===== config.mk =====
export PLATFORM = sky130hd
export DESIGN_NAME = core_status_security_debug_regs
export DESIGN_NICKNAME = d
export VERILOG_FILES = /design/src/verilog/core_status_pkg.sv /design/src/verilog/ring_osc_counter.sv /design/src/verilog/core_status_security_debug_regs.sv
export VERILOG_INCLUDE_DIRS = /design/src /design/src/verilog
export SDC_FILE = /design/constraint.sdc
export NUM_CORES = 1
export LEC_CHECK = 0
export BUFFER_PORTS_ARGS = -buffer_cell sky130_fd_sc_hd__buf_2
export CORE_ASPECT_RATIO = 1.2
export CORE_MARGIN = 2
export CORE_UTILIZATION = 40
export CTS_CLUSTER_SIZE = 12
export DETAILED_ROUTE_END_ITERATION = 12
export PLACE_DENSITY = 0.66
export SLEW_MARGIN = 20
export SYNTH_ARGS = -nofsm -noshare
export SYNTH_HDL_FRONTEND = slang
export SYNTH_SLANG_ARGS = --single-unit

===== constraint.sdc =====
create_clock -name clock -period 7.2 [get_ports clock]
set_input_delay 0.36 -clock clock [delete_from_list [all_inputs] [get_ports clock]]
set_output_delay 0.36 -clock clock [all_outputs]
set_load 0.01 [all_outputs]

===== src/verilog/core_status_defs.svh =====
// offsets, field positions, reset values and timing counts of the status bank
`ifndef CORE_STATUS_DEFS_SVH
`define CORE_STATUS_DEFS_SVH

// ***********************************
// register numbers
// ***********************************
`define OFFSET_SECURITY_CONFIG 8'h05
`define OFFSET_RING_OSC_CONTROL 8'h06
`define OFFSET_CORE_CELL_OSC_COUNT 8'h07
`define OFFSET_CORE_WIRE_OSC_COUNT 8'h08
`define OFFSET_PERIPH_CELL_OSC_COUNT 8'h09
`define OFFSET_PERIPH_WIRE_OSC_COUNT 8'h0a
`define OFFSET_MEMORY_SIZE 8'h0c
`define OFFSET_SAVED_STATUS_WORD 8'h10
`define OFFSET_SAVED_PROGRAM_COUNTER 8'h11
`define OFFSET_SAVED_STACK_POINTER 8'h12
`define OFFSET_DEBUG_FETCH_THREAD_SELECT 8'h13
`define OFFSET_DEBUG_FETCH_REGISTER_SELECT 8'h14

// ***********************************
// security configuration fields
// ***********************************
`define SEC_WRITE_LOCK_BIT 31
`define SEC_GLOBAL_DEBUG_DISABLE_BIT 14
`define SEC_LOCK_ALL_SECTORS_BIT 12
`define SEC_SECTOR_LOCK_LSB 8
`define SEC_SECTOR_COUNT 4
`define SEC_REDUNDANCY_ENABLE_BIT 7
`define SEC_BOOT_FROM_OTP_BIT 5
`define SEC_JTAG_CONFIG_DENY_BIT 4
`define SEC_JTAG_TAP_DISABLE_BIT 0
`define SEC_WRITABLE_MASK 32'h8000_5fb1
`define SEC_RESET_VALUE 32'h0000_0000

// ***********************************
// ring oscillator control fields
// ***********************************
`define OSC_CORE_ENABLE_BIT 1
`define OSC_PERIPH_ENABLE_BIT 0
`define OSC_SETTLED_BIT 2
`define OSC_CONTROL_RESET_VALUE 2'b00
`define OSC_COUNT_WIDTH 16
`define OSC_SETTLE_CYCLES 10

// ***********************************
// debug fields and memory size mask
// ***********************************
`define STATUS_WORD_WIDTH 11
`define STATUS_WORD_WRITABLE_MASK 11'h6df
`define DEBUG_THREAD_SELECT_WIDTH 8
`define DEBUG_REGISTER_SELECT_WIDTH 5
`define MEMORY_SIZE_LOW_MASK 32'hffff_fffc

`endif


===== src/verilog/core_status_pkg.sv =====
// types shared by the status bank
package core_status_pkg;
	typedef logic [7:0] status_addr_type;
	typedef logic [31:0] word_type;
	typedef enum {
		osc_core_cell,
		osc_core_wire,
		osc_periph_cell,
		osc_periph_wire
	} osc_index_type;
	typedef enum {
		osc_running,
		osc_stopping,
		osc_settled
	} osc_phase_type;
endpackage


===== src/verilog/ring_osc_counter.sv =====
// counter of one free-running ring oscillator, resynchronised to the core clock
`timescale 1ns/10ps
`default_nettype none
module ring_osc_counter #(
	parameter int WIDTH = 16
) (
	input wire logic clock,
	input wire logic clock_enable,
	input wire logic rst_n,
	input wire logic osc_in,
	input wire logic count_enable,
	output logic [WIDTH-1:0] count
);
	logic sync_first;
	logic sync_second;
	logic sync_third;
	logic [WIDTH-1:0] tally = '0;

	// ***********************************
	// three-stage capture of the oscillator
	// ***********************************
	always_ff @(posedge clock or negedge rst_n) begin
		if (!rst_n) begin
			sync_first <= 1'b0;
			sync_second <= 1'b0;
			sync_third <= 1'b0;
		end else if (clock_enable) begin
			sync_first <= osc_in;
			sync_second <= sync_first;
			sync_third <= sync_second;
		end
	end

	// ***********************************
	// count of rising edges
	// ***********************************
	// no reset on purpose: the count survives a system reset
	always_ff @(posedge clock) begin
		if (clock_enable && count_enable && sync_second && !sync_third) begin
			tally <= tally + WIDTH'(1);
		end
	end
	assign count = tally;
endmodule
`default_nettype wire


===== src/verilog/core_status_security_debug_regs.sv =====
// processor status bank: security word, ring oscillators, memory size, debug capture
// Function
// RQ1 - security register holds word loaded from otp
// RQ2 - bit 31 removes write permission
// RQ3 - bit 14 blocks global debug facility
// RQ4 - bits 11:8 lock sectors; bit 12 all
// RQ5 - bit 5 forces boot from otp
// RQ6 - bit 4 denies jtag config access
// RQ7 - bit 0 disables jtag debug tap
// RQ8 - four oscillators, counters, control register starts/stops
// RQ9 - core and peripheral enable bits reset zero
// RQ10 - software reads counts ten cycles after stop
// RQ11 - oscillators asynchronous, counts give random bits
// RQ12 - sixteen-bit read-only counts survive system reset
// RQ13 - counts at 0x07-0x0a in fixed order
// RQ14 - memory size in bytes, bits 31:2
// RQ15 - debug entry captures saved status word
// RQ16 - status bits 7 fast, 6 paused
// RQ17 - status bits 4 kernel, 3 interrupt, 2 event
// RQ18 - bits 1 interrupts, 0 events, 10 address space
// RQ19 - debug entry captures saved program counter
// RQ20 - debug entry captures saved stack pointer
// RQ21 - fetch thread select, eight bits 7:0
// RQ22 - fetch register select, five bits 4:0
// RQ23 - status reads and writes by register number
// RQ24 - debug fields writable only in debug mode
// RQ25 - locked security ignores writes until reset
`timescale 1ns/10ps
`default_nettype none
`include "core_status_defs.svh"
module core_status_security_debug_regs #(
	parameter logic [31:0] MEMORY_BYTES = 32'h0004_0000,
	parameter int OSC_WIDTH = `OSC_COUNT_WIDTH
) (
	input wire logic clock,
	input wire logic clock_enable,
	input wire logic rst_n,
	input wire logic status_read,
	input wire logic status_write,
	input wire core_status_pkg::status_addr_type status_addr,
	input wire core_status_pkg::word_type status_wdata,
	output core_status_pkg::word_type status_rdata,
	output logic status_rvalid,
	output logic status_unmapped,
	input wire logic otp_word_valid,
	input wire core_status_pkg::word_type otp_security_word,
	output logic global_debug_disable,
	output logic [`SEC_SECTOR_COUNT-1:0] otp_sector_lock,
	output logic otp_redundancy_enable,
	output logic boot_from_otp,
	output logic jtag_config_access_deny,
	output logic jtag_tap_disable,
	output logic core_osc_enable,
	output logic periph_osc_enable,
	input wire logic [3:0] ring_osc_in,
	input wire logic debug_mode,
	input wire logic debug_entry,
	input wire logic [`STATUS_WORD_WIDTH-1:0] thread_status_word,
	input wire core_status_pkg::word_type thread_program_counter,
	input wire core_status_pkg::word_type thread_stack_pointer,
	output logic [`DEBUG_THREAD_SELECT_WIDTH-1:0] debug_fetch_thread,
	output logic [`DEBUG_REGISTER_SELECT_WIDTH-1:0] debug_fetch_register
);
	// ***********************************
	// declarations
	// ***********************************
	logic rst_meta_n;
	logic rst_sync_n;
	core_status_pkg::word_type security_config;
	logic security_loaded;
	logic [1:0] ring_osc_control;
	core_status_pkg::osc_phase_type osc_phase;
	core_status_pkg::osc_phase_type next_osc_phase;
	logic [3:0] settle_count;
	logic [OSC_WIDTH-1:0] osc_count [0:3];
	logic [3:0] osc_count_enable;
	logic [`STATUS_WORD_WIDTH-1:0] saved_status_word;
	core_status_pkg::word_type saved_program_counter;
	core_status_pkg::word_type saved_stack_pointer;
	logic [`DEBUG_THREAD_SELECT_WIDTH-1:0] debug_fetch_thread_select;
	logic [`DEBUG_REGISTER_SELECT_WIDTH-1:0] debug_fetch_register_select;
	logic write_active;
	logic debug_write_active;
	core_status_pkg::word_type next_rdata;
	logic next_unmapped;

	// ***********************************
	// decode helpers
	// ***********************************
	function automatic logic hits(
		input core_status_pkg::status_addr_type addr,
		input core_status_pkg::status_addr_type offset
	);
		hits = (addr == offset);
	endfunction

	function automatic logic is_debug_field(input core_status_pkg::status_addr_type addr);
		is_debug_field = hits(addr, `OFFSET_SAVED_STATUS_WORD)
			|| hits(addr, `OFFSET_SAVED_PROGRAM_COUNTER)
			|| hits(addr, `OFFSET_SAVED_STACK_POINTER)
			|| hits(addr, `OFFSET_DEBUG_FETCH_THREAD_SELECT)
			|| hits(addr, `OFFSET_DEBUG_FETCH_REGISTER_SELECT);
	endfunction

	function automatic logic [OSC_WIDTH-1:0] pick_count(input logic [1:0] index,
		input logic [OSC_WIDTH-1:0] c0, input logic [OSC_WIDTH-1:0] c1,
		input logic [OSC_WIDTH-1:0] c2, input logic [OSC_WIDTH-1:0] c3);
		case (index)
			2'h0: pick_count = c0;
			2'h1: pick_count = c1;
			2'h2: pick_count = c2;
			default: pick_count = c3;
		endcase
	endfunction

	// ***********************************
	// reset release
	// ***********************************
	always_ff @(posedge clock or negedge rst_n) begin
		if (!rst_n) begin
			rst_meta_n <= 1'b0;
			rst_sync_n <= 1'b0;
		end else begin
			rst_meta_n <= 1'b1;
			rst_sync_n <= rst_meta_n;
		end
	end

	// ***********************************
	// access strobes
	// ***********************************
	assign write_active = clock_enable && status_write; // RQ23
	// debug fields ignore writes outside debug mode
	assign debug_write_active = write_active && debug_mode; // RQ24

	// ***********************************
	// security configuration
	// ***********************************
	// the otp load arrives once per reset; later loads are ignored so that
	// a lock set by software cannot be undone by a stray strobe
	always_ff @(posedge clock or negedge rst_sync_n) begin
		if (!rst_sync_n) begin
			security_config <= `SEC_RESET_VALUE;
			security_loaded <= 1'b0;
		end else if (clock_enable) begin
			if (otp_word_valid && !security_loaded) begin
				security_config <= otp_security_word & `SEC_WRITABLE_MASK; // RQ1
				security_loaded <= 1'b1;
			end else if (write_active
				&& hits(status_addr, `OFFSET_SECURITY_CONFIG)
				&& !security_config[`SEC_WRITE_LOCK_BIT]) begin // RQ2 RQ25
				security_config <= status_wdata & `SEC_WRITABLE_MASK;
			end
		end
	end

	assign global_debug_disable = security_config[`SEC_GLOBAL_DEBUG_DISABLE_BIT]; // RQ3
	assign otp_redundancy_enable = security_config[`SEC_REDUNDANCY_ENABLE_BIT];
	assign boot_from_otp = security_config[`SEC_BOOT_FROM_OTP_BIT]; // RQ5
	assign jtag_config_access_deny = security_config[`SEC_JTAG_CONFIG_DENY_BIT]; // RQ6
	assign jtag_tap_disable = security_config[`SEC_JTAG_TAP_DISABLE_BIT]; // RQ7

	genvar sector;
	generate
		for (sector = 0; sector < `SEC_SECTOR_COUNT; sector++) begin : g_sector
			assign otp_sector_lock[sector] =
				security_config[`SEC_SECTOR_LOCK_LSB + sector]
				|| security_config[`SEC_LOCK_ALL_SECTORS_BIT]; // RQ4
		end
	endgenerate

	// ***********************************
	// ring oscillator control
	// ***********************************
	always_ff @(posedge clock or negedge rst_sync_n) begin
		if (!rst_sync_n) begin
			ring_osc_control <= `OSC_CONTROL_RESET_VALUE; // RQ9
		end else if (write_active && hits(status_addr, `OFFSET_RING_OSC_CONTROL)) begin
			ring_osc_control[1] <= status_wdata[`OSC_CORE_ENABLE_BIT]; // RQ8
			ring_osc_control[0] <= status_wdata[`OSC_PERIPH_ENABLE_BIT]; // RQ8
		end
	end

	assign core_osc_enable = ring_osc_control[1];
	assign periph_osc_enable = ring_osc_control[0];

	// ***********************************
	// settle tracking after a stop
	// ***********************************
	// software must wait before reading; this phase is readable so that a
	// driver can poll instead of counting instructions
	always_comb begin
		next_osc_phase = osc_phase;
		case (osc_phase)
			core_status_pkg::osc_running: begin
				if (ring_osc_control == 2'b00) begin
					next_osc_phase = core_status_pkg::osc_stopping;
				end
			end
			core_status_pkg::osc_stopping: begin
				if (ring_osc_control != 2'b00) begin
					next_osc_phase = core_status_pkg::osc_running;
				end else if (settle_count == 4'(`OSC_SETTLE_CYCLES - 1)) begin
					next_osc_phase = core_status_pkg::osc_settled; // RQ10
				end
			end
			core_status_pkg::osc_settled: begin
				if (ring_osc_control != 2'b00) begin
					next_osc_phase = core_status_pkg::osc_running;
				end
			end
			default: next_osc_phase = core_status_pkg::osc_running;
		endcase
	end

	always_ff @(posedge clock or negedge rst_sync_n) begin
		if (!rst_sync_n) begin
			osc_phase <= core_status_pkg::osc_settled;
		end else if (clock_enable) begin
			osc_phase <= next_osc_phase;
		end
	end

	always_ff @(posedge clock or negedge rst_sync_n) begin
		if (!rst_sync_n) begin
			settle_count <= 4'h0;
		end else if (clock_enable) begin
			if (osc_phase == core_status_pkg::osc_stopping) begin
				settle_count <= settle_count + 4'h1;
			end else begin
				settle_count <= 4'h0;
			end
		end
	end

	// ***********************************
	// oscillator counters
	// ***********************************
	// the oscillators run on their own; each edge is resampled here, which
	// caps the countable rate near half of the core clock
	assign osc_count_enable = {
		periph_osc_enable, periph_osc_enable,
		core_osc_enable, core_osc_enable
	};

	genvar osc;
	generate
		for (osc = 0; osc < 4; osc++) begin : g_osc
			ring_osc_counter #(
				.WIDTH(OSC_WIDTH)
			) counter (
				.clock(clock),
				.clock_enable(clock_enable),
				.rst_n(rst_sync_n),
				.osc_in(ring_osc_in[osc]),
				.count_enable(osc_count_enable[osc]),
				.count(osc_count[osc])
			); // RQ11 RQ12
		end
	endgenerate

	// ***********************************
	// debug capture
	// ***********************************
	// capture on debug entry wins over a write in the same cycle
	always_ff @(posedge clock or negedge rst_sync_n) begin
		if (!rst_sync_n) begin
			saved_status_word <= '0;
		end else if (clock_enable && debug_entry) begin
			saved_status_word <= thread_status_word; // RQ15 RQ16 RQ17 RQ18
		end else if (debug_write_active
			&& hits(status_addr, `OFFSET_SAVED_STATUS_WORD)) begin
			saved_status_word <= (saved_status_word & ~`STATUS_WORD_WRITABLE_MASK)
				| (status_wdata[`STATUS_WORD_WIDTH-1:0]
				& `STATUS_WORD_WRITABLE_MASK); // RQ24
		end
	end

	always_ff @(posedge clock or negedge rst_sync_n) begin
		if (!rst_sync_n) begin
			saved_program_counter <= '0;
		end else if (clock_enable && debug_entry) begin
			saved_program_counter <= thread_program_counter; // RQ19
		end else if (debug_write_active
			&& hits(status_addr, `OFFSET_SAVED_PROGRAM_COUNTER)) begin
			saved_program_counter <= status_wdata; // RQ24
		end
	end

	always_ff @(posedge clock or negedge rst_sync_n) begin
		if (!rst_sync_n) begin
			saved_stack_pointer <= '0;
		end else if (clock_enable && debug_entry) begin
			saved_stack_pointer <= thread_stack_pointer; // RQ20
		end else if (debug_write_active
			&& hits(status_addr, `OFFSET_SAVED_STACK_POINTER)) begin
			saved_stack_pointer <= status_wdata; // RQ24
		end
	end

	// ***********************************
	// register fetch operands
	// ***********************************
	always_ff @(posedge clock or negedge rst_sync_n) begin
		if (!rst_sync_n) begin
			debug_fetch_thread_select <= '0;
			debug_fetch_register_select <= '0;
		end else if (debug_write_active) begin
			if (hits(status_addr, `OFFSET_DEBUG_FETCH_THREAD_SELECT)) begin
				debug_fetch_thread_select <=
					status_wdata[`DEBUG_THREAD_SELECT_WIDTH-1:0]; // RQ21
			end
			if (hits(status_addr, `OFFSET_DEBUG_FETCH_REGISTER_SELECT)) begin
				debug_fetch_register_select <=
					status_wdata[`DEBUG_REGISTER_SELECT_WIDTH-1:0]; // RQ22
			end
		end
	end

	assign debug_fetch_thread = debug_fetch_thread_select;
	assign debug_fetch_register = debug_fetch_register_select;

	// ***********************************
	// read mux
	// ***********************************
	always_comb begin
		next_rdata = '0;
		next_unmapped = 1'b0;
		case (status_addr)
			`OFFSET_SECURITY_CONFIG: next_rdata = security_config;
			`OFFSET_RING_OSC_CONTROL: begin
				next_rdata[`OSC_CORE_ENABLE_BIT] = ring_osc_control[1];
				next_rdata[`OSC_PERIPH_ENABLE_BIT] = ring_osc_control[0];
				next_rdata[`OSC_SETTLED_BIT] =
					(osc_phase == core_status_pkg::osc_settled);
			end
			`OFFSET_CORE_CELL_OSC_COUNT,
			`OFFSET_CORE_WIRE_OSC_COUNT,
			`OFFSET_PERIPH_CELL_OSC_COUNT,
			`OFFSET_PERIPH_WIRE_OSC_COUNT: begin
				next_rdata[OSC_WIDTH-1:0] = pick_count(
					2'(status_addr - `OFFSET_CORE_CELL_OSC_COUNT),
					osc_count[0], osc_count[1],
					osc_count[2], osc_count[3]); // RQ12 RQ13
			end
			`OFFSET_MEMORY_SIZE: next_rdata = MEMORY_BYTES & `MEMORY_SIZE_LOW_MASK; // RQ14
			`OFFSET_SAVED_STATUS_WORD: begin
				next_rdata[`STATUS_WORD_WIDTH-1:0] = saved_status_word;
			end
			`OFFSET_SAVED_PROGRAM_COUNTER: next_rdata = saved_program_counter;
			`OFFSET_SAVED_STACK_POINTER: next_rdata = saved_stack_pointer;
			`OFFSET_DEBUG_FETCH_THREAD_SELECT: begin
				next_rdata[`DEBUG_THREAD_SELECT_WIDTH-1:0] = debug_fetch_thread_select;
			end
			`OFFSET_DEBUG_FETCH_REGISTER_SELECT: begin
				next_rdata[`DEBUG_REGISTER_SELECT_WIDTH-1:0] =
					debug_fetch_register_select;
			end
			default: next_unmapped = 1'b1;
		endcase
	end

	// ***********************************
	// read answer
	// ***********************************
	// answer one cycle after the request; data held until the next read
	always_ff @(posedge clock or negedge rst_sync_n) begin
		if (!rst_sync_n) begin
			status_rdata <= '0;
			status_rvalid <= 1'b0;
			status_unmapped <= 1'b0;
		end else if (clock_enable) begin
			status_rvalid <= status_read; // RQ23
			if (status_read) begin
				status_rdata <= next_rdata;
			end
			if (status_read || status_write) begin
				status_unmapped <= next_unmapped
					|| (status_write && is_debug_field(status_addr) && !debug_mode); // RQ24
			end
		end
	end
endmodule
`default_nettype wire


# Word level (Yosys, flattened, before mapping)
# Cells that the tools add are included.
[classes]
add_sub_neg = 6
eq_ne = 22
muxes = 22
n_bitwise = 1
n_reduce_logical = 56
[op_table]
columns = ["operator", "n"]
rows = [
  ["2-to-1 mux 32 bit", 10],
  ["one-hot mux 32 bit (3 select lines)", 1],
  ["adder 16 x 1 -> 16 bit (second input constant)", 4],
  ["== test 32 x 2 -> 1 bit (second input constant)", 2],
  ["one-hot mux 16 bit (4 select lines)", 1],
  ["one-hot mux 16 bit (3 select lines)", 1],
  ["== test 8 x 5 -> 1 bit (second input constant)", 5],
  ["== test 32 x 1 -> 1 bit (second input constant)", 1],
  ["== test 32 x 3 -> 1 bit (second input constant)", 1],
  ["== test 8 x 4 -> 1 bit (second input constant)", 4],
  ["zero test 32 bit", 1],
  ["== test 8 x 3 -> 1 bit (second input constant)", 3],
  ["one-hot mux 3 bit (8 select lines)", 1],
  ["logical AND 1 bit", 22],
  ["2-to-1 mux 11 bit", 2],
  ["one-hot mux 5 bit (4 select lines)", 1],
  ["one-hot mux 3 bit (6 select lines)", 1],
  ["one-hot mux 3 bit (5 select lines)", 1],
  ["one-hot mux 2 bit (7 select lines)", 1],
  ["AND reduction 2 bit", 6],
  ["OR reduction 12 bit", 1],
  ["bitwise OR 9 x 11 -> 11 bit", 1],
  ["logical OR 1 bit", 10],
  ["nonzero test 2 bit", 5],
  ["other kinds (13)", 21],
]
[word_totals]
ff_bits = 271
in_bits = 159

# Longest topological paths before layout
# Gate-level depths: netlist of the first run.
[logic_depth]
depth_word = 8
ltp_mapped = 8
depth_no_buf = 7

# Cells and area by module
# A second synthesis of the first run with hierarchy kept.
[unflattened]
cells_unflattened = 1024
hier_area_um2 = 11104.4
[modules_own_cells]
columns = ["module", "n_inst", "cells_per_inst", "area_each_um2", "seq_area_each_um2"]
rows = [
  ["core_status_security_debug_regs", 1, 767, 7519.7, 3604.7],
  ["ring_osc_counter at g_osc[0].counter ...", 3, 64, 900.9, 555.5],
  ["ring_osc_counter at g_osc[3].counter", 1, 65, 882.1, 555.5],
]

# Least setup slack after synthesis of the first run
# OpenSTA, ideal clock, no wires.
[synth_path]
path_kind = "in2reg"
start = "input port clock_enable"
end = "register g_osc[0].counter.tally[0], enable pin"
setup_ns = 0.413
arrival_ns = 2.510
required_time_ns = 6.787
path_slack_ns = 4.277
cell_stages = 5
path_buffers = 3
cell_sequence = "clkbuf_1 clkbuf_1 clkbuf_1 nand2_1 nor3b_1"
[synth_between]
elab_chain_len = 3
[synth_rtl]
columns = ["element", "line", "source"]
rows = [
  ["from (decl)", "core_status_security_debug_regs.sv:36", "input wire logic clock_enable,"],
  ["logical AND 1 bit (3 in series)", "ring_osc_counter.sv:39", "if (clock_enable && count_enable && sync_second && !sync_third) begin"],
  ["to (signal assigned)", "ring_osc_counter.sv:40", "tally <= tally + WIDTH'(1);"],
  ["to (decl)", "ring_osc_counter.sv:17", "logic [WIDTH-1:0] tally = '0;"],
]
# Every way passes these cells.
# A chain may end at the register's enable or synchronous reset.

# Final worst setup path of the first run
[layout_path]
start = "input port status_addr[5]"
end = "register saved_status_word[9]"
[layout_between]
elab_chain_len = 3
[layout_rtl]
columns = ["element", "line", "source"]
rows = [
  ["from (decl)", "core_status_security_debug_regs.sv:40", "input wire core_status_pkg::status_addr_type status_addr,"],
  ["== test 8 x 5 -> 1 bit", "core_status_security_debug_regs.sv:94", "hits = (addr == offset);"],
  ["logical AND 1 bit", "core_status_security_debug_regs.sv:271", "end else if (debug_write_active"],
  ["nonzero test 2 bit (no line)", "n/a", ""],
  ["to (signal assigned)", "core_status_security_debug_regs.sv:270", "saved_status_word <= thread_status_word;"],
  ["to (signal assigned)", "core_status_security_debug_regs.sv:273", "saved_status_word <= (saved_status_word & ~`STATUS_WORD_WRITABLE_MASK)"],
  ["to (decl)", "core_status_security_debug_regs.sv:77", "logic [`STATUS_WORD_WIDTH-1:0] saved_status_word;"],
]
# Every way passes these cells.

==> results.md, run 1 <==
| Step | Result | This run |
| --- | --- | --- |
| outcome | Outcome | completed |
| pwr | Portion of total power attributed to the clock network | 39.2% |
| floorplan | Floorplan row count | 66 |
| sta | Max Fclk | 374 MHz |
| detailed routing | Remaining design rule violation count | 0 |
| sta | Max Transition Viols Final | 0 |
| floorplan | Width of the die | 155 um |
| worst setup path | Worst path required time | 7.55 ns |
| yosys | Synth Warn # | 0 |
| job | Maximum Capacitance Violations | 0 |
| floorplan | Effective utilization at floorplan | 40.5% |
| pwr | Net switching power | 0.752 mW |
| sta | Final clock period utilization by the worst path | 37.1% |
| min path | Worst hold-check path type | primary input to register |
| final layout | Syn-to-layout area delta | 18.5% |
| clocking | Hold-fix buffer count after cts | 1 |
| detailed routing | Post-route ant nets | 0 |
| worst setup path | Slowest stage cell on the critical path | sky130_fd_sc_hd__nand4_1 |
| global route | Vias in the first global route | 8159 |
| clocking | Post-CTS Setup Repair Bufs | 0 |
| detailed routing | Drt via density | 5.53 |
| final layout | Most common cell after layout, fill and taps aside | sky130_fd_sc_hd__buf_2 |
| clocking | Clock Sink Count | 220 |
| min path | Hold path startpoint | thread_status_word[5] |
| detailed routing | Total wirelength of the detailed-routed design | 31.2 mm |
| global route | GR met3 Demand/Resource | 4.23% |
| global route | Largest net degree at the start of global routing | 86 |
| worst setup path | Source of the worst register-to-register timing path | security_loaded |
| detailed routing | Detailed router's first-iteration violation count | 627 |
| global route | M2 GR Usage | 36.0% |
| worst setup path | Endpoint type of the worst setup path | register |
| pwr | Cell-internal power | 2.20 mW |
| detailed routing | Drt wl/cell | 20.0 um |
| pwr | Pwr per Cell Area | 228 nW/um^2 |
| clocking | Quantity of gates resized following cts | 0 |
| final layout | Share of final-layout standard cells stronger than drive strength 1 | 26.0% |
| global route | Global-route wire length before repair | 46.8 mm |
| worst setup path | WP buf/inv | 2 |
| pwr | Combinational share of power | 11.6% |
| worst setup path | Critical register-to-register path endpoint | security_config[14] |
| final layout | Final net count | 1366 |
| sta | Max_slew headroom | 27.4% |
| worst setup path | Worst reg-to-reg path cell count | 5 |
| final layout | Leading cell types in the layout, fill and taps excluded | sky130_fd_sc_hd__buf_2, sky130_fd_sc_hd__dfrtp_1, sky130_fd_sc_hd__nand2_1, sky130_fd_sc_hd__a21oi_1, sky130_fd_sc_hd__o21ai_0 |
| clocking | TritonCTS Buffers | 24 |
| worst setup path | Largest stage delay on the critical path | 0.79 ns |
| yosys | Proportion of synthesized chip area in sequential cells | 53.3% |
| placed design | Post-placement worst setup slack | 3.76 ns |
| yosys | Number of flip-flops and latches in the synthesized netlist | 220 |
| pwr | Overall power after layout | 2.95 mW |
| floorplan | Die Y-Extent | 185 um |
| pwr | Seq pwr share | 49.2% |
| clocking | Clock transition time at the flip-flop clock pins of the worst setup and hold paths | 0.06 ns |
| clocking | Clk buf depth | 3 |
| clocking | Worst skew pair latency | 0.51 ns |
| sta | Actual slew at the worst max-slew pin | 1.09 ns |
| floorplan | Area of the core | 27000 sq um |
| min path | Endpoint of the worst hold path | saved_status_word[5] |
| worst setup path | Critical setup path kind | primary input to register |
| worst setup path | Cell-by-cell trace of the critical path | buf_2 > nor3_1 > buf_4 > and2_1 > nand4_1 > mux2i_1 > o21ai_0 |
| placed design | Number of port buffers | 195 |
| pwr | Proportion of total power due to net switching | 25.5% |
| sta | RSZ-0062 raised after global routing | no |
| worst setup path | Kind of launch point of the worst setup path | primary input |
| sta | Worst clock skew | 0.0182 ns |
| yosys | Cell variety after synth | 60 |
| yosys | Cell area after synthesis | 10900 sq um |
| sta | Post-layout min period | 2.67 ns |
| detailed routing | DRT Pass-1 Iters | 6 |
| global route | Number of antenna violations at the first check in global routing | 4 |
| clocking | Clock tree from TritonCTS | yes |
| pwr | Worst IR Drop VDD | 0.127 mV |
| global route | Overflow after GRT | 0 |
| global route | GR Layer Usage met1 | 26.4% |
| yosys | Ys flop type | sky130_fd_sc_hd__dfrtp_1 |
| yosys | Count of flip-flops with a built-in enable after synthesis | 64 |
| worst setup path | Data arrival time at the worst-slack endpoint | 3.02 ns |
| floorplan | Die footprint | 28700 sq um |
| global route | Total global routing track utilization | 21.1% |
| min path | Number of cells on the worst hold path | 3 |
| yosys | Net count of the mapped netlist | 1191 |
| detailed routing | Total number of vias | 8629 |
| clocking | CTS H-tree depth | 1 |
| sta | Endpoints failing hold | 0 |
| placed design | Global placement routability congestion | 0.845 |
| worst setup path | Cell class contributing the biggest share of worst-path delay | simple AND/OR/NAND/NOR gates |
| pwr | Leakage component of the power | 5.57 nW |
| worst setup path | Highest net fanout along the worst path | 14 |
| sta | Final setup violating endpoints | 0 |
| yosys | Synth async-reset ratio | 70.9% |
| yosys | Synthesized instance count | 1026 |
| yosys | Post-synthesis area per instance | 10.6 sq um |
| placed design | HPWL after DPL | 22.7 mm |
| worst setup path | Setup slack on the worst flop-to-flop path | 4.98 ns |
| sta | Summed negative setup slack over all endpoints | 0 ns |
| global route | Routing layer with the top usage in global route | met2 |
| sta | Final Worst Setup Slack | 4.53 ns |
| clocking | Root Driver | sky130_fd_sc_hd__clkbuf_16 |
| floorplan | Top-Level Pins | 217 |
==> synthesized netlist by cell type (all sizes together), types with 4 or more instances <==
| cell | instances | area share [%] |
|---|---|---|
| a21oi | 104 | 4.8 |
| and3 | 18 | 1.0 |
| a31oi | 6 | 0.34 |
| a22oi | 26 | 1.8 |
| and2 | 37 | 2.1 |
| nand2b | 7 | 0.40 |
| and4 | 6 | 0.48 |
| or2 | 4 | 0.23 |
| inv | 15 | 0.52 |
| nor2 | 66 | 2.3 |
| nand4 | 10 | 0.57 |
| buf | 29 | 1.5 |
| clkbuf | 32 | 1.1 |
| nand3 | 25 | 1.2 |
| o31ai | 5 | 0.34 |
| ha | 6 | 0.69 |
| mux4 | 23 | 4.7 |
| a32oi | 5 | 0.40 |
| nand2 | 137 | 4.7 |
| xor2 | 18 | 1.4 |
| nor2b | 5 | 0.29 |
| edfxtp | 64 | 18 |
| o21ai | 86 | 3.9 |
| mux2i | 27 | 2.5 |
| mux2 | 29 | 3.0 |
| nor3 | 5 | 0.33 |
| nor3b | 6 | 0.52 |
| xnor2 | 39 | 3.1 |
| dfrtp | 155 | 35 |
==> how the worst max path moves through the flow <==
stage / from / end / slack [ns] / cells after the start
finish: status_addr[5] / saved_status_word[9] / 4.53 / 7
global route: status_addr[4] / saved_status_word[9] / 4.42 / 6
CTS: status_addr[1] / saved_stack_pointer[23] / 4.29 / 8
detailed placement: status_addr[1] / saved_stack_pointer[23] / 3.76 / 8
global placement: status_addr[1] / saved_stack_pointer[16] / 3.81 / 8
floorplan: rst_sync_n / debug_fetch_register[0] / 2.53 / 0
==> sequential cells by signal, summed over array words and instances, names as in the netlist, 5 cells and up <==
| name | flops |
|---|---|
| g_osc.counter.count | 64 |
| saved_program_counter | 32 |
| saved_stack_pointer | 32 |
| status_rdata | 32 |
| saved_status_word | 11 |
| security_config | 11 |
| debug_fetch_thread | 8 |
| debug_fetch_register | 5 |
==> cell families after synthesis <==
| group | after synthesis | share of synthesized area, % |
|---|---|---|
| other | 1 | 0.0343 |
| xor gates and xnor gates | 57 | 4.57 |
| AOI/OAI and AO/OA | 257 | 13.5 |
| buffers and inverters | 76 | 3.07 |
| muxes | 79 | 10.2 |
| DFF | 220 | 53.3 |
| and+or+nand+nor | 330 | 14.6 |
| adders and majority gates | 6 | 0.687 |
==> power by group through the flow <==
stage	clock [mW]	combinational, mW	sequential, mW
6_report	1.15	0.342	1.45
4_1_cts	1.18	0.346	1.45
3_3_place_gp	0	0.334	1.47
2_1_floorplan	0	0.206	1.46
3_5_place_dp	0	0.344	1.48
5_1_grt	1.23	0.382	1.46
==> layout make-up <==
class	count	area, sq um
clock inverter	4	26.3
sequential	220	5830
tap	340	425
clock buffer	37	701
fill	2471	14100
antenna	4	10.0
timing repair buffer	210	1090
multi-input combinational	730	4810
inverter	15	56.3
==> stage by stage <==
stage               cell area (sq um)  util, %  hold slack (ns)  std cells
floorplan                       10900        -           0.0644       1026
global placement                12200     45.2            0.151       1514
detailed placement              12200     45.2            0.150       1514
CTS                             12900     47.9           0.0387       1556
global route                    12900     47.9           0.0505       1559
finish                          12900     47.9           0.0428       1560
==> metal layers <==
metal | vias up | part of all wire [%]
li1 | 4033 | -
met1 | 4221 | 40
met2 | 311 | 50
met3 | 62 | 6.7
met4 | 2 | 3.9
met5 | - | 0.022
==> worst register-to-register path, cell delays in order (launching register included) <==
cell                      delay (ns)
sky130_fd_sc_hd__dfrtp_1        0.39
sky130_fd_sc_hd__nor2b_2        0.82
sky130_fd_sc_hd__a41o_1         0.17
sky130_fd_sc_hd__nand2_1        0.38
sky130_fd_sc_hd__nand2_1        0.21
sky130_fd_sc_hd__o21ai_0        0.10
(Power assumes the default switching activity.)
==> run 2: changes to the inputs <==
- PLACE_DENSITY: 0.66 -> 0.68
- clock period: 7.2 -> 2.37 ns (I/O delays scaled with it)
==> run 2 against run 1 <==
  * Clock skew fell by 0.0082 ns
  * Final cell count rose by 7.8%
  * First-iteration DRC count rose by 9.3%
  * Largest power group unchanged
  * Utilization rose by 4.6 points
==> results.md, run 2 (synthesized netlist as in run 1, its figures left out) <==
| Step | Result | This run | vs previous |
| --- | --- | --- | --- |
| clocking | Worst skew pair latency | 0.51 ns | about the same |
| outcome | Outcome | completed |  |
| worst setup path | Worst path required time | 2.76 ns | -4.79 ns |
| worst setup path | Worst setup path end | saved_status_word[3] |  |
| worst setup path | Setup slack on the worst flop-to-flop path | 0.57 ns | -4.41 ns |
| pwr | Cell-internal power | 6.84 mW | +210% |
| detailed routing | Remaining design rule violation count | 0 | unchanged |
| pwr | Combinational share of power | 13.6% | +2.0 points |
| pwr | Proportion of total power due to net switching | 24.9% | -0.59 points |
| worst setup path | Data arrival time at the worst-slack endpoint | 2.37 ns | -0.65 ns |
| sta | Final clock period utilization by the worst path | 83.8% |  |
| job | Maximum Capacitance Violations | 0 | unchanged |
| sta | Endpoints failing hold | 0 | unchanged |
| worst setup path | Critical setup path kind | primary input to register |  |
| global route | Overflow after GRT | 0 | unchanged |
| sta | Final setup violating endpoints | 0 | unchanged |
| clocking | Clock Sink Count | 220 | unchanged |
| global route | Vias in the first global route | 9019 | +11% |
| final layout | Share of final-layout standard cells stronger than drive strength 1 | 24.6% | -1.4 points |
| worst setup path | Source of the worst register-to-register timing path | security_loaded |  |
| detailed routing | Total wirelength of the detailed-routed design | 32.9 mm | +5.4% |
| worst setup path | WP buf/inv | 3 | +1 |
| final layout | Final net count | 1491 | +9.2% |
| worst setup path | Endpoint type of the worst setup path | register |  |
| detailed routing | Post-route ant nets | 0 | unchanged |
| sta | RSZ-0062 raised after global routing | no |  |
| sta | Actual slew at the worst max-slew pin | 0.609 ns | -0.478 ns |
| placed design | HPWL after DPL | 23.1 mm | +1.8% |
| worst setup path | Highest net fanout along the worst path | 15 | +1 |
| sta | Max Fclk | 503 MHz |  |
| final layout | Max reg flops | 64 | unchanged |
| pwr | Portion of total power attributed to the clock network | 38.0% | -1.2 points |
| worst setup path | Slowest stage cell on the critical path | sky130_fd_sc_hd__dlygate4sd3_1 |  |
| final layout | Leading cell types in the layout, fill and taps excluded | sky130_fd_sc_hd__buf_2, sky130_fd_sc_hd__dfrtp_1, sky130_fd_sc_hd__nand2_1, sky130_fd_sc_hd__dlygate4sd3_1, sky130_fd_sc_hd__a21oi_1 |  |
| global route | Total global routing track utilization | 22.5% | +1.4 points |
| worst setup path | Launch point of the worst path | status_addr[4] |  |
| detailed routing | Detailed router's first-iteration violation count | 685 | +9.3% |
| pwr | Seq pwr share | 48.4% | -0.8 points |
| floorplan | Area of the core | 27000 sq um | unchanged |
| detailed routing | DRT Pass-1 Iters | 5 | -1 |
| clocking | Quantity of gates resized following cts | 0 | unchanged |
| pwr | Pwr per Cell Area | 642 nW/um^2 | +180% |
| floorplan | Top-Level Pins | 217 | unchanged |
| clocking | TritonCTS Buffers | 23 | -4.2% |
| pwr | Overall power after layout | 9.10 mW | +210% |
| floorplan | Die footprint | 28700 sq um | unchanged |
| sta | Summed negative setup slack over all endpoints | 0 ns | unchanged |
| worst setup path | Critical register-to-register path endpoint | security_config[12] |  |
| pwr | Net switching power | 2.27 mW | +200% |
| sta | Max Transition Viols Final | 0 | unchanged |
| sta | Max_slew headroom | 59.0% | +32 points |
| floorplan | Die Y-Extent | 185 um | unchanged |
| clocking | CTS H-tree depth | 1 | unchanged |
| floorplan | Floorplan row count | 66 | unchanged |
| final layout | Fill cells | 2326 | -5.9% |
| sta | Worst clock skew | 0.00996 ns | -0.00824 ns |
| worst setup path | Kind of launch point of the worst setup path | primary input |  |
| pwr | Leakage component of the power | 6.12 nW | +9.8% |
| detailed routing | Drt wl/cell | 19.6 um | -2.2% |
| worst setup path | Cell class contributing the biggest share of worst-path delay | buffers and inverters |  |
| final layout | Sequential cell area | 5830 sq um | unchanged |
| clocking | Clock tree from TritonCTS | yes |  |
| global route | Global-route wire length before repair | 50.1 mm | +7.0% |
| pwr | Worst IR Drop VDD | 0.348 mV | +170% |
| floorplan | Effective utilization at floorplan | 40.5% | unchanged |
| global route | Number of antenna violations at the first check in global routing | 5 | +1 |
| worst setup path | Cell-by-cell trace of the critical path | buf_2 > nor3b_4 > and2_1 > nand4_1 > buf_4 > mux2i_1 > o21ai_0 > dlygate4sd3_1 |  |
| worst setup path | Worst reg-to-reg path cell count | 5 | unchanged |
| floorplan | Width of the die | 155 um | unchanged |
| final layout | Syn-to-layout area delta | 29.8% |  |
| placed design | Global placement routability congestion | 0.879 | +4.0% |
| clocking | Root Driver | sky130_fd_sc_hd__clkbuf_16 |  |
| placed design | Number of port buffers | 195 | unchanged |
| min path | Worst hold-check path type | primary input to register |  |
| worst setup path | Logic depth of the worst setup path including buffers | 8 | +1 |
| detailed routing | Drt via density | 5.48 | -1.0% |
| worst setup path | Largest stage delay on the critical path | 0.56 ns | -0.23 ns |
| clocking | Clk buf depth | 3 | unchanged |
| sta | Post-layout min period | 1.99 ns |  |
| detailed routing | Total number of vias | 9211 | +6.7% |
| final layout | Multi-input logic area | 4800 sq um | -0.16% |
| global route | Largest net degree at the start of global routing | 65 | -24% |
| final layout | Most common cell after layout, fill and taps aside | sky130_fd_sc_hd__buf_2 |  |
| clocking | Clock transition time at the flip-flop clock pins of the worst setup and hold paths | 0.06 ns | about the same |
-- run 2: cell types whose count changed in the layout (fill, tap and decap cells not counted), moves of 2 or more --
cell,previous run,this run
sky130_fd_sc_hd__dlygate4sd3_1,1,110
sky130_fd_sc_hd__clkbuf_16,25,23
sky130_fd_sc_hd__buf_4,14,27
sky130_fd_sc_hd__buf_12,0,4
sky130_fd_sc_hd__clkbuf_8,3,5
sky130_fd_sc_hd__clkinv_2,2,0
-- run 2: per-stage QoR --
| stage | cells | cell area, sq um | hold WS, ns | setup WS [ns] | util [%] |
|---|---|---|---|---|---|
| floorplan | 1026 | 10900 | -0.177 | -0.311 | - |
| global placement | 1531 | 12400 | -0.0958 | 0.356 | 45.8 |
| detailed placement | 1531 | 12400 | -0.0906 | 0.322 | 45.8 |
| CTS | 1678 | 14200 | 0.000175 | 0.467 | 52.5 |
| global route | 1681 | 14200 | 0.0108 | 0.242 | 52.5 |
| finish | 1682 | 14200 | 0.0128 | 0.383 | 52.5 |
-- run 2: power groups by stage --
| stage | clock network, mW | registers, mW | logic [mW] |
|---|---|---|---|
| 5_1_grt | 3.65 | 4.44 | 1.36 |
| 3_3_place_gp | 0 | 4.45 | 1.05 |
| 3_5_place_dp | 0 | 4.47 | 1.08 |
| 4_1_cts | 3.51 | 4.40 | 1.23 |
| 6_report | 3.46 | 4.40 | 1.24 |
| 2_1_floorplan | 0 | 4.45 | 0.626 |
-- run 2: what timing repair did --
| item | CTS | global route |
|---|---|---|
| hold buffers | 110 | 0 |
| buffers inserted | 0 | 0 |
| endpoints found under the hold margin | 106 | 0 |
| setup endpoints to repair | 0 | 0 |
-- run 2: per-layer routing --
| layer | GRT usage [%] | up-vias | routed length [um] | part of all wire [%] |
|---|---|---|---|---|
| met2 | 37.1 | 375 | 15700 | 48 |
| met3 | 4.35 | 104 | 2100 | 6.4 |
| li1 | - | 4284 | - | - |
| met1 | 27.4 | 4446 | 13100 | 40 |
| met4 | 13.3 | 2 | 2060 | 6.3 |
| met5 | 0 | - | 13 | 0.040 |
-- run 2: area by class of cell --
class | instances | share of cell area, %
clock inverters | 1 | 0.212
well taps | 340 | 3.00
inverters | 15 | 0.397
clock buffers | 36 | 4.75
repair buffers | 336 | 16.6
multi-input cells | 730 | 33.8
diodes | 4 | 0.0706
flip-flops and latches | 220 | 41.1
-- run 2: how the worst min path moves through the flow --
stage,start,slack (ns),to,depth (start not counted)
CTS,status_wdata[22],0.0002,saved_stack_pointer[22],4
finish,status_wdata[22],0.01,saved_stack_pointer[22],4
floorplan,rst_n,-0.18,rst_meta_n,0
global placement,rst_n,-0.1,rst_meta_n,1
detailed placement,rst_n,-0.09,rst_meta_n,1
global route,status_wdata[9],0.01,security_config[9],3
-- run 2: worst reg2reg max path, delay by kind of cell (launching register included) --
kind                   cells  cell delay (ns)
AO/OA/AOI/OAI              1             0.08
buffers and inverters      2             0.80
AND/OR/NAND/NOR            1             0.21
multiplexers               1             0.22
flip-flops                 1             0.38
==> run 3: changes to the inputs <==
- PLACE_DENSITY: 0.68 -> 0.66
- clock period: 2.37 -> 1.95 ns (I/O delays scaled with it)
==> run 3 against run 2 <==
  * Worst hold slack lost 0.011 ns
  * Die area is the same
  * Utilization rose by 1.8 points
  * Clock skew decreased by 0.0041 ns
  * Non-clock buffer count is 44 higher
  * Final area increased by 3.3%
  * First-iteration DRC count rose by 0.88%
  * Global-route usage fell by 0.085 points
  * Worst setup slack worse by 0.19 ns
==> results.md, run 3 (synthesized netlist as in run 1, its figures left out) <==
| Step | Result | This run | vs previous |
| --- | --- | --- | --- |
| outcome | Outcome | completed |  |
| detailed routing | Total number of vias | 9348 | +1.5% |
| detailed routing | Remaining design rule violation count | 0 | unchanged |
| floorplan | Effective utilization at floorplan | 40.5% | unchanged |
| detailed routing | Total wirelength of the detailed-routed design | 32.4 mm | -1.5% |
| detailed routing | WL met3 | 2.00 mm | -5.0% |
| sta | Worst clock skew | 0.00589 ns | -0.00407 ns |
| sta | Summed negative setup slack over all endpoints | 0 ns | unchanged |
| detailed routing | DRT Pass-1 Iters | 5 | unchanged |
| sta | Max Fclk | 570 MHz |  |
| clocking | TritonCTS Buffers | 24 | +4.3% |
| clocking | Clk buf depth | 3 | unchanged |
| clocking | Clock Sink Count | 220 | unchanged |
| detailed routing | Highest metal layer with signal wires | met4 |  |
| floorplan | Area of the core | 27000 sq um | unchanged |
| min path | Hold path startpoint | status_wdata[24] |  |
| worst setup path | Source of the worst register-to-register timing path | security_loaded |  |
| final layout | Max reg flops | 64 | unchanged |
| pwr | Leakage component of the power | 6.37 nW | +4.0% |
| clocking | Quantity of gates resized following cts | 0 | unchanged |
| detailed routing | Drt wl/cell | 18.7 um | -4.3% |
| worst setup path | Worst reg-to-reg path cell count | 5 | unchanged |
| worst setup path | Worst path required time | 2.34 ns | -0.42 ns |
| worst setup path | Critical setup path kind | register to register |  |
| global route | Largest net degree at the start of global routing | 54 | -17% |
| min path | Endpoint of the worst hold path | saved_stack_pointer[24] |  |
| clocking | CTS H-tree depth | 1 | unchanged |
| sta | Post-layout min period | 1.75 ns |  |
| pwr | Pwr per Cell Area | 776 nW/um^2 | +21% |
| placed design | Post-placement worst setup slack | 0.0607 ns | -0.261 ns |
| sta | RSZ-0062 raised after global routing | no |  |
| placed design | HPWL after DPL | 22.8 mm | -1.4% |
| final layout | Share of final-layout standard cells stronger than drive strength 1 | 25.6% | +1.0 points |
| placed design | Global placement routability congestion | 0.886 | +0.83% |
| pwr | Worst IR Drop VDD | 0.733 mV | +110% |
| detailed routing | Drt via density | 5.40 | -1.3% |
| global route | Global-route wire length before repair | 50.5 mm | +0.77% |
| final layout | Total non-filler cell area in the finished layout | 14700 sq um | +3.3% |
| worst setup path | Data arrival time at the worst-slack endpoint | 2.14 ns | -0.23 ns |
| sta | Endpoints failing hold | 0 | unchanged |
| global route | Overflow after GRT | 0 | unchanged |
| worst setup path | Kind of launch point of the worst setup path | register |  |
| final layout | Leading cell types in the layout, fill and taps excluded | sky130_fd_sc_hd__buf_2, sky130_fd_sc_hd__dfrtp_1, sky130_fd_sc_hd__nand2_1, sky130_fd_sc_hd__dlygate4sd3_1, sky130_fd_sc_hd__a21oi_1 |  |
| min path | Number of cells on the worst hold path | 4 | unchanged |
| floorplan | Width of the die | 155 um | unchanged |
| global route | Total global routing track utilization | 22.4% | -0.085 points |
| job | Maximum Capacitance Violations | 0 | unchanged |
| sta | Final Worst Setup Slack | 0.196 ns | -0.187 ns |
| pwr | Overall power after layout | 11.4 mW | +25% |
| sta | Actual slew at the worst max-slew pin | 0.669 ns | +0.0601 ns |
| global route | Number of antenna violations at the first check in global routing | 3 | -2 |
| worst setup path | Largest stage delay on the critical path | 0.58 ns | +0.02 ns |
| worst setup path | Critical register-to-register path endpoint | security_config[12] |  |
| final layout | Syn-to-layout area delta | 34.2% |  |
| detailed routing | Met2 Wirelength | 15.6 mm | -0.27% |
| detailed routing | Post-route ant nets | 0 | unchanged |
| sta | Final clock period utilization by the worst path | 89.9% |  |
| detailed routing | Total routed wire length on the met1 layer | 13.5 mm | +2.9% |
| worst setup path | Cell-by-cell trace of the critical path | nor2b_2 > buf_4 > mux2i_1 > dlygate4sd3_1 > o21ai_0 |  |
| sta | Final setup violating endpoints | 0 | unchanged |
| clocking | Root Driver | sky130_fd_sc_hd__clkbuf_16 |  |
| clocking | Worst skew pair latency | 0.52 ns | about the same |
| min path | Worst hold-check path type | primary input to register |  |
| global route | Vias in the first global route | 9151 | +1.5% |
| placed design | Number of port buffers | 195 | unchanged |
| placed design | Placement-stage cell area | 12600 sq um | +1.5% |
| floorplan | Die Y-Extent | 185 um | unchanged |
| final layout | Final net count | 1536 | +3.0% |
| floorplan | Die footprint | 28700 sq um | unchanged |
| placed design | Number of cells in the design after placement | 1552 | +1.4% |
| worst setup path | Setup slack on the worst flop-to-flop path | 0.20 ns | -0.37 ns |
| final layout | Util after Layout | 54.3% | +1.8 points |
| clocking | Clock tree from TritonCTS | yes |  |
| detailed routing | Detailed router's first-iteration violation count | 691 | +0.88% |
| floorplan | Floorplan row count | 66 | unchanged |
| sta | Worst slack on hold paths | 0.00210 ns | -0.0107 ns |
| final layout | Most common cell after layout, fill and taps aside | sky130_fd_sc_hd__buf_2 |  |
| sta | Max_slew headroom | 55.4% | -3.6 points |
| final layout | Post-route insts no fill | 1730 | +2.9% |
| worst setup path | Slowest stage cell on the critical path | sky130_fd_sc_hd__dlygate4sd3_1 |  |
| clocking | Clock transition time at the flip-flop clock pins of the worst setup and hold paths | 0.06 ns | about the same |
| worst setup path | Endpoint type of the worst setup path | register |  |
| sta | Max Transition Viols Final | 0 | unchanged |
| worst setup path | Highest net fanout along the worst path | 6 | -9 |
| floorplan | Top-Level Pins | 217 | unchanged |
| clocking | Post-CTS Setup Repair Bufs | 0 | unchanged |
-- run 3: cell types whose count changed in the layout (fill, tap and decap cells not counted) --
| cell | previous run | this run |
|---|---|---|
| sky130_fd_sc_hd__diode_2 | 4 | 3 |
| sky130_fd_sc_hd__buf_12 | 4 | 5 |
| sky130_fd_sc_hd__clkbuf_16 | 23 | 27 |
| sky130_fd_sc_hd__nor3b_4 | 1 | 3 |
| sky130_fd_sc_hd__bufinv_16 | 1 | 0 |
| sky130_fd_sc_hd__nor2b_2 | 2 | 3 |
| sky130_fd_sc_hd__clkbuf_8 | 5 | 3 |
| sky130_fd_sc_hd__nor2b_1 | 3 | 2 |
| sky130_fd_sc_hd__dlygate4sd3_1 | 110 | 133 |
| sky130_fd_sc_hd__nor3b_2 | 4 | 2 |
| sky130_fd_sc_hd__clkbuf_1 | 8 | 9 |
| sky130_fd_sc_hd__buf_4 | 27 | 47 |
| sky130_fd_sc_hd__clkinv_2 | 0 | 3 |
-- run 3: critical path: cells and delay by family (launching register included) --
| kind | cells | cell delay [ns] |
|---|---|---|
| AOI/OAI and AO/OA | 1 | 0.08 |
| buffers and inverters | 2 | 0.79 |
| DFF | 1 | 0.39 |
| muxes | 1 | 0.20 |
| and+or+nand+nor | 1 | 0.17 |
-- run 3: layout make-up --
type | instances | area, sq um
diodes | 3 | 7.51
clock buffers | 39 | 751
clock inverters | 3 | 15.0
fillers | 2327 | 12300
inverters | 15 | 56.3
multi-input cells | 730 | 4810
flip-flops and latches | 220 | 5830
well taps | 340 | 425
repair buffers | 380 | 2760
-- run 3: where the power goes --
part           total [mW]  leakage, nW  internal (mW)  switching, mW
clock                4.44        0.377           2.62           1.82
sequential           5.37         2.52           5.10          0.271
combinational        1.57         3.47          0.803          0.771
-- run 3: worst max path at each step --
stage / end / slack [ns] / cells past startpoint / start
finish: security_config[12] / 0.20 / 5 / security_loaded
detailed placement: status_rdata[28] / 0.06 / 8 / status_addr[0]
floorplan: g_osc[2].counter.count[0] / -0.09 / 5 / clock_enable
CTS: security_config[12] / 0.24 / 5 / security_loaded
global route: g_osc[2].counter.count[15] / 0.07 / 5 / g_osc[2].counter.count[2]
global placement: status_rdata[9] / 0.11 / 7 / status_addr[5]
-- run 3: layer usage --
| layer | vias to the layer above | GRT usage [%] |
|---|---|---|
| li1 | 4372 | - |
| met1 | 4540 | 29.0 |
| met2 | 355 | 37.2 |
| met3 | 81 | 4.19 |
| met4 | 0 | 9.07 |
| met5 | - | 0 |
-- run 3: what timing repair did --
item / CTS / global route
endpoints found under the setup margin: 0 / 0
hold buffers: 133 / 0
hold endpoints to repair: 108 / 0
